## config.mk

```make
export PLATFORM = sky130hd
export DESIGN_NAME = adc_readout
export DESIGN_NICKNAME = d
export VERILOG_FILES = /design/src/inc/adc_readout_pkg.sv /design/src/core/adc_readout.sv
export SDC_FILE = /design/constraint.sdc
export NUM_CORES = 1
export LEC_CHECK = 0
export ABC_AREA = 1
export BUFFER_PORTS_ARGS = -buffer_cell sky130_fd_sc_hd__buf_2
export CAP_MARGIN = 0
export CORE_MARGIN = 3
export CORE_UTILIZATION = 55
export CTS_CLUSTER_SIZE = 14
export DETAILED_ROUTE_END_ITERATION = 10
export PLACE_DENSITY = 0.74
export SKIP_LAST_GASP = 1
export SYNTH_ARGS = -nofsm -noshare
export SYNTH_HDL_FRONTEND = slang
export SYNTH_SLANG_ARGS = --single-unit
```

## constraint.sdc

```tcl
create_clock -name CLK_I -period 4.02 [get_ports CLK_I]
set_input_delay 0.804 -clock CLK_I [delete_from_list [all_inputs] [get_ports CLK_I]]
set_output_delay 0.804 -clock CLK_I [all_outputs]
set_load 0.005 [all_outputs]
```

## src/inc/adc_readout_pkg.sv

```systemverilog
// Constants and types shared by the converter readout and mode control.
// Assumes every clock count is in master clocks, one master clock per CLK_I cycle.
package adc_readout_pkg;

	// Conversion cycle framing, in master clocks.
	localparam logic [8:0] CONV_CLKS = 9'h180;
	localparam logic [8:0] LOW_CLKS = 9'h006;
	localparam logic [8:0] HIGH_CLKS = 9'h006;
	localparam logic [8:0] TAIL_CLKS = 9'h018;
	localparam logic [8:0] READY_END = LOW_CLKS + HIGH_CLKS;
	localparam logic [8:0] DATA_END = CONV_CLKS - TAIL_CLKS;
	localparam logic [8:0] LAST_POS = CONV_CLKS - 9'h001;

	// Result word width and the bit counter ceiling.
	localparam int RESULT_BITS = 24;
	localparam logic [4:0] RESULT_BITS_CNT = 5'h18;

	// Held-high detection and the low pulse that marks it.
	localparam logic [2:0] SYNC_CYCLES = 3'h4;
	localparam logic [1:0] SYNC_PULSE_CLKS = 2'h3;

	// Times given in half master clocks, and the counts derived from them.
	localparam int SYNC_WAKE_HALF = 4085;
	localparam int PD_WAKE_HALF = 4637;
	localparam int MUX_WAKE_HALF = 4087;
	localparam int PD_HOLD_HALF = 12289;
	localparam logic [11:0] SYNC_WAKE_CLKS = 12'((SYNC_WAKE_HALF + 1) / 2);
	localparam logic [11:0] PD_WAKE_CLKS = 12'((PD_WAKE_HALF + 1) / 2);
	localparam logic [11:0] MUX_WAKE_CLKS = 12'((MUX_WAKE_HALF + 1) / 2);
	localparam int PD_HOLD_CLKS = PD_HOLD_HALF / 2;

	// Operating modes of the readout.
	typedef enum logic [2:0] {
		S_RUN,
		S_SYNC,
		S_HELD,
		S_PD,
		S_WAKE
	} mode_t;

	// Status flags that leave the block together.
	typedef struct packed {
		logic power_down;
		logic mod_reset;
	} status_t;

	localparam status_t STATUS_RESET = 2'h0;

endpackage

```

## src/core/adc_readout.sv

```systemverilog
// Readout framing, serial shift-out and held-clock sync/power-down control.
// Assumes the serial clock and channel selects arrive from pins, while the
// 24-bit result comes from the filter on CLK_I, which is the master clock.
`timescale 1ns/1ps

module adc_readout
	import adc_readout_pkg::*;
#(
	parameter int PD_HOLD = PD_HOLD_CLKS
) (
	input wire logic CLK_I,
	input wire logic RST_N_I,
	input wire logic CE_I,
	input wire logic SCLK_I,
	input wire logic CHANNEL_SELECT_BIT0_I,
	input wire logic CHANNEL_SELECT_BIT1_I,
	input wire logic [RESULT_BITS-1:0] RESULT_I,
	output logic READY_DATA_LINE_O,
	output status_t STATUS_O
);

	localparam logic [12:0] PD_HOLD_LAST = 13'(PD_HOLD - 1);

	logic sclk_meta;
	logic sclk_s;
	logic sclk_d;
	logic [1:0] chsel_meta;
	logic [1:0] chsel_s;
	logic [1:0] chsel_d;
	logic sclk_fall;
	logic chsel_change;
	mode_t state;
	logic [8:0] pos;
	logic [1:0] pulse_cnt;
	logic [12:0] hold_cnt;
	logic [11:0] wake_cnt;
	logic [11:0] pd_wake_age; // Clocks since leaving power-down, for checks.
	logic [2:0] high_cycles;
	logic low_seen;
	logic [RESULT_BITS-1:0] result_shift_register;
	logic [4:0] bit_cnt;
	logic next_line;

	// True while the line carries result bits.
	function automatic logic in_data(input logic [8:0] p);
		in_data = (p >= READY_END) && (p < DATA_END);
	endfunction

	// Two-stage synchronisers for pin inputs; the first stage feeds only the
	// second, so metastability never reaches the edge detectors.
	always_ff @(posedge CLK_I) begin
		if (!RST_N_I) begin
			sclk_meta <= 1'b0;
			sclk_s <= 1'b0;
			sclk_d <= 1'b0;
			chsel_meta <= 2'h0;
			chsel_s <= 2'h0;
			chsel_d <= 2'h0;
		end else if (CE_I) begin
			sclk_meta <= SCLK_I;
			sclk_s <= sclk_meta;
			sclk_d <= sclk_s;
			chsel_meta <= {CHANNEL_SELECT_BIT1_I, CHANNEL_SELECT_BIT0_I};
			chsel_s <= chsel_meta;
			chsel_d <= chsel_s;
		end
	end

	// Edge events taken from the synchronised copies only.
	assign sclk_fall = sclk_d && !sclk_s;
	assign chsel_change = chsel_d != chsel_s;

	// Mode sequencing and the conversion position counter.
	always_ff @(posedge CLK_I) begin
		if (!RST_N_I) begin
			state <= S_RUN;
			pos <= 9'h000;
			pulse_cnt <= 2'h0;
			hold_cnt <= 13'h0000;
			wake_cnt <= 12'h000;
			pd_wake_age <= 12'h000;
		end else if (CE_I) begin
			case (state)
				S_RUN: begin
					pd_wake_age <= 12'h000;
					if (pos == LAST_POS && !low_seen && sclk_s &&
					    high_cycles == SYNC_CYCLES - 3'h1) begin
						state <= S_SYNC;
						pulse_cnt <= 2'h0;
					end else if (chsel_change) begin
						state <= S_WAKE;
						wake_cnt <= MUX_WAKE_CLKS;
					end else if (pos == LAST_POS) begin
						pos <= 9'h000;
					end else begin
						pos <= pos + 9'h001;
					end
				end
				S_SYNC: begin
					if (pulse_cnt == SYNC_PULSE_CLKS - 2'h1) begin
						state <= S_HELD;
						hold_cnt <= 13'h0000;
					end else begin
						pulse_cnt <= pulse_cnt + 2'h1;
					end
				end
				S_HELD: begin
					if (sclk_fall) begin
						state <= S_WAKE;
						wake_cnt <= SYNC_WAKE_CLKS;
					end else if (hold_cnt == PD_HOLD_LAST) begin
						state <= S_PD;
					end else begin
						hold_cnt <= hold_cnt + 13'h0001;
					end
				end
				S_PD: begin
					if (sclk_fall) begin
						state <= S_WAKE;
						wake_cnt <= PD_WAKE_CLKS;
						pd_wake_age <= 12'h001;
					end
				end
				S_WAKE: begin
					// The first pulse after waking carries settled data.
					if (wake_cnt <= 12'h001) begin
						state <= S_RUN;
						pos <= 9'h000;
					end else begin
						wake_cnt <= wake_cnt - 12'h001;
						pd_wake_age <= pd_wake_age +
						    {11'h000, pd_wake_age != 12'h000};
					end
				end
				default: begin
					state <= S_RUN;
					pos <= 9'h000;
				end
			endcase
		end
	end

	// Held-high cycle counter; any low sample in a cycle restarts it, since
	// an idle host is expected to park the clock low.
	always_ff @(posedge CLK_I) begin
		if (!RST_N_I) begin
			high_cycles <= 3'h0;
			low_seen <= 1'b0;
		end else if (CE_I) begin
			if (state != S_RUN) begin
				high_cycles <= 3'h0;
				low_seen <= 1'b0;
			end else if (pos == LAST_POS) begin
				low_seen <= 1'b0;
				if (low_seen || !sclk_s) begin
					high_cycles <= 3'h0;
				end else if (high_cycles != SYNC_CYCLES) begin
					high_cycles <= high_cycles + 3'h1;
				end
			end else if (!sclk_s) begin
				low_seen <= 1'b1;
			end
		end
	end

	// Result shifter: loaded at the start of every cycle, so a late reader
	// gets the new word, not the tail of the old one.
	always_ff @(posedge CLK_I) begin
		if (!RST_N_I) begin
			result_shift_register <= '0;
			bit_cnt <= 5'h00;
		end else if (CE_I) begin
			if (state == S_RUN && pos == 9'h000) begin
				// Two's-complement word passes through unchanged.
				result_shift_register <= RESULT_I;
				bit_cnt <= 5'h00;
			end else if (state == S_RUN && in_data(pos) && sclk_fall) begin
				// Zeros shift in behind the LSB for surplus clocks.
				result_shift_register <=
				    {result_shift_register[RESULT_BITS-2:0], 1'b0};
				if (bit_cnt != RESULT_BITS_CNT) begin
					bit_cnt <= bit_cnt + 5'h01;
				end
			end
		end
	end

	// Line level chosen from mode and position.
	always_comb begin
		next_line = 1'b1;
		case (state)
			S_RUN: begin
				if (pos < LOW_CLKS) begin
					next_line = 1'b0;
				end else if (in_data(pos)) begin
					next_line = result_shift_register[RESULT_BITS-1];
				end else begin
					next_line = 1'b1;
				end
			end
			S_SYNC: next_line = 1'b0;
			default: next_line = 1'b1;
		endcase
	end

	// Registered outputs.
	always_ff @(posedge CLK_I) begin
		if (!RST_N_I) begin
			READY_DATA_LINE_O <= 1'b1;
			STATUS_O <= STATUS_RESET;
		end else if (CE_I) begin
			READY_DATA_LINE_O <= next_line;
			STATUS_O.mod_reset <= state == S_HELD || state == S_PD;
			STATUS_O.power_down <= state == S_PD;
		end
	end
endmodule

```

==> impl_summary.txt <==
----------------------------------------------------
[Clocking]
  Clock insertion delay at the later pin of the skew report ... 350 ps
  Hold bufs inserted after CTS ... 0
  Number of buffers inserted to repair setup after CTS ... 0
  Clock tree root driver cell ... sky130_fd_sc_hd__clkbuf_8
  H-Tree Level Count ... 3
  Number of gates given a new drive strength after cts ... 0
  TritonCTS clock tree ... done
  Clock-pin slew of the registers on the worst-case setup and hold paths ... 80 ps
  Clock net sink count ... 79
  Number of CTS-inserted buffers ... 9
  Maximum clock path buffer count ... 2

[Placed design]
  Gp weighted congestion ... 0.876
  Count of input and output buffers ... 32
  Hpwl dp ... 7230 um
  Number of instances in the placed design ... 838
  Pre-CTS setup slack ... 1440 ps
  Instance area after placement ... 4750 um^2

[Finish]
  Area of the multi-input gates ... 2640 um^2
  Register area ... 1580 um^2
  Non-Filler Cell Area, Final ... 4940 um^2
  Non-Filler Instances ... 854
  # nets final ... 786
  Fraction of final layout cells sized beyond drive strength 1 ... 0.106
  Antenna fix cells ... 0
  Post-layout utilization of the core ... 0.623
  Leading cell types in the layout, fill and taps excluded ... 182 x sky130_fd_sc_hd__nand2_1, 150 x sky130_fd_sc_hd__nor2_1, 79 x sky130_fd_sc_hd__dfxtp_1, 64 x sky130_fd_sc_hd__nand3_1, 49 x sky130_fd_sc_hd__inv_1
  Filler Cell Count ... 772
  Most common cell after layout, fill and taps aside ... sky130_fd_sc_hd__nand2_1
  Area Overhead vs Synth ... 7.49%

[Timing]
  Worst slack on hold paths ... 475 ps
  Max Slew Vio Count ... 0
  Fraction of the cycle the final worst path needs ... 0.657
  Final worst clock skew ... 12.4 ps
  Slew HR ... 0.422
  Final critical-path required period ... 2640 ps
  Number of setup violations in the final report ... 0
  Setup tns final ... 0 ps
  Slew of the pin with the lowest slew margin ... 864 ps
  Number of hold-slack violations in the final timing report ... 0
  Setup WS post-layout ... 1380 ps
  Setup repair after global routing missed its margin ... no
  Highest Clock Rate ... 378 MHz

[Global route]
  Total routing resource utilization after global routing ... 0.222
  Largest net degree at the start of global routing ... 45
  Vias in the first global route ... 4035
  First-pass GRT wire length ... 18100 um
  Total gr overflow ... 0
  Antenna violations before repair ... 0

[Drt]
  Number of design rule violations left after detail routing ... 0
  Wire length per cell after detailed routing ... 12.3 um
  Iteration-0 DRC count of the detailed router ... 252
  First drt pass iteration count ... 6
  Number of vias per cell ... 5.28
  Number of nets still failing antenna checks after routing ... 0
  Overall via count from detail_route ... 4508
  Final wirelength ... 10500 um

[Floorplanning]
  Initial standard-cell utilization of the core ... 0.580
  Die Y-Extent ... 97.4 um
  Core outline area ... 7930 um^2
  Number of primary I/O pins ... 33
  Number of cell rows ... 32
  Width of the die ... 97.4 um
  Overall die area ... 9490 um^2

[Yosys]
  Number of distinct standard cells referenced by the synthesized netlist ... 34
  Mean Syn Cell Area ... 6.29 um^2
  Cell type with the highest aggregate area in the netlist ... sky130_fd_sc_hd__dfxtp_1
  Most common flop cell mapped by yosys ... sky130_fd_sc_hd__dfxtp_1
  Post-Syn Instances ... 730
  Top cells by area, synth ... sky130_fd_sc_hd__dfxtp_1 34%, sky130_fd_sc_hd__nand2_1 15%, sky130_fd_sc_hd__nor2_1 12%
  Syn Std Cell Area ... 4590 um^2
  Total of warnings raised by yosys ... 0
  Async SR Flop Fraction ... 0
  Nets in the synthesized netlist ... 769
  Share of synthesized area occupied by flip-flops and latches ... 0.344
  Seq cells post-synth ... 79
  Share of the synthesized area in the top cell type ... 0.344
  Number of enable flip-flop cells after synthesis ... 0

[Setup path]
  Endpoint type of the worst setup path ... flop
  Worst Setup Start Kind ... flop
  Worst-path maximum fanout ... 25
  Start point of the critical path ... state[0]$_SDFFE_PN0P_
  Data arrival time of the worst path ... 2930 ps
  Reg-to-Reg Start ... state[0]$_SDFFE_PN0P_
  Worst Path Class, Setup ... flop to flop
  Worst Path Required ... 4310 ps

[Power]
  Lkg Pwr ... 2.17 nW
  PD cells ... 757 nW/um^2
  Total chip power ... 3.74 mW
  Maximum resistive drop on vdd ... 0.366 mV

[Min path]
  HP Start ... READY_DATA_LINE_O$_SDFFE_PN1P_
  Worst hold path type ... flop to flop

[Run status]
  Outcome ... finished, final reports clean

[Job]
  Number of violations of the max-capacitance limit ... 0

----------------------------------------------------
## power breakdown
group | switching, mW | internal (mW)
clock network | 0.293 | 0.256
registers | 0.169 | 0.969
logic | 1.40 | 0.649
## synthesized netlist by cell type, types with 8 or more instances
cell,n
sky130_fd_sc_hd__a21oi_1,47
sky130_fd_sc_hd__nor2_1,150
sky130_fd_sc_hd__dfxtp_1,79
sky130_fd_sc_hd__inv_1,49
sky130_fd_sc_hd__inv_2,8
sky130_fd_sc_hd__buf_2,12
sky130_fd_sc_hd__nand3_1,64
sky130_fd_sc_hd__nand4_1,13
sky130_fd_sc_hd__nand2_1,182
sky130_fd_sc_hd__clkbuf_1,12
sky130_fd_sc_hd__ha_1,9
sky130_fd_sc_hd__o21ai_0,26
sky130_fd_sc_hd__o21ai_1,30
sky130_fd_sc_hd__xor2_1,8
## area by class of cell
class	instances	share of cell area
clock inverters	5	0.00659
flip-flops and latches	79	0.320
repair buffers	36	0.0385
inverters	58	0.0441
clock buffers	11	0.0307
well taps	102	0.0258
multi-input cells	563	0.534
## logic make-up after synthesis
group / Yosys count / synth area share
xor+xnor: 12 / 0.0229
compound gates: 107 / 0.121
buf+inv: 88 / 0.0817
fa+ha+maj: 9 / 0.0245
flops: 79 / 0.344
simple gates: 435 / 0.406
## worst max-delay path: stages, from the launching register on
cell                      delay (ps)
sky130_fd_sc_hd__dfxtp_1         410
sky130_fd_sc_hd__nor2_4          170
sky130_fd_sc_hd__nand2_4         140
sky130_fd_sc_hd__nor3_4          130
sky130_fd_sc_hd__buf_4           290
sky130_fd_sc_hd__nand2_2         320
sky130_fd_sc_hd__nand2_1         160
sky130_fd_sc_hd__nand2_2         300
sky130_fd_sc_hd__inv_2           440
sky130_fd_sc_hd__nor2_1           70
sky130_fd_sc_hd__nor2_1          110
## sequential cells by signal, summed over array words and instances (netlist names)
signal and cells:
wake_cnt 12, high_cycles 3, READY_DATA_LINE_O 1, result_shift_register 24
chsel_s 2, pulse_cnt 2, chsel_meta 2, state 3
STATUS_O 2, sclk_s 1, low_seen 1, chsel_d 2
pos 9, sclk_meta 1, hold_cnt 13, sclk_d 1
## worst paths after layout
check,end,cells after the start,slack [ps]
max,result_shift_register[8]$_SDFFE_PN0P_,10,1380
min,READY_DATA_LINE_O$_SDFFE_PN1P_,2,470
max reg2reg,result_shift_register[8]$_SDFFE_PN0P_,10,1380
min reg2reg,READY_DATA_LINE_O$_SDFFE_PN1P_,2,470
## routing by layer
| metal | wire length [um] | up-vias | share of wire | global-route usage |
|---|---|---|---|---|
| met5 | 0 | - | 0 | 0 |
| met4 | 133 | 0 | 0.013 | 0.0650 |
| met3 | 405 | 12 | 0.039 | 0.0445 |
| met2 | 4950 | 92 | 0.47 | 0.368 |
| met1 | 5020 | 2024 | 0.48 | 0.293 |
| li1 | - | 2380 | - | - |
Power figures use the tool's default switching activity.
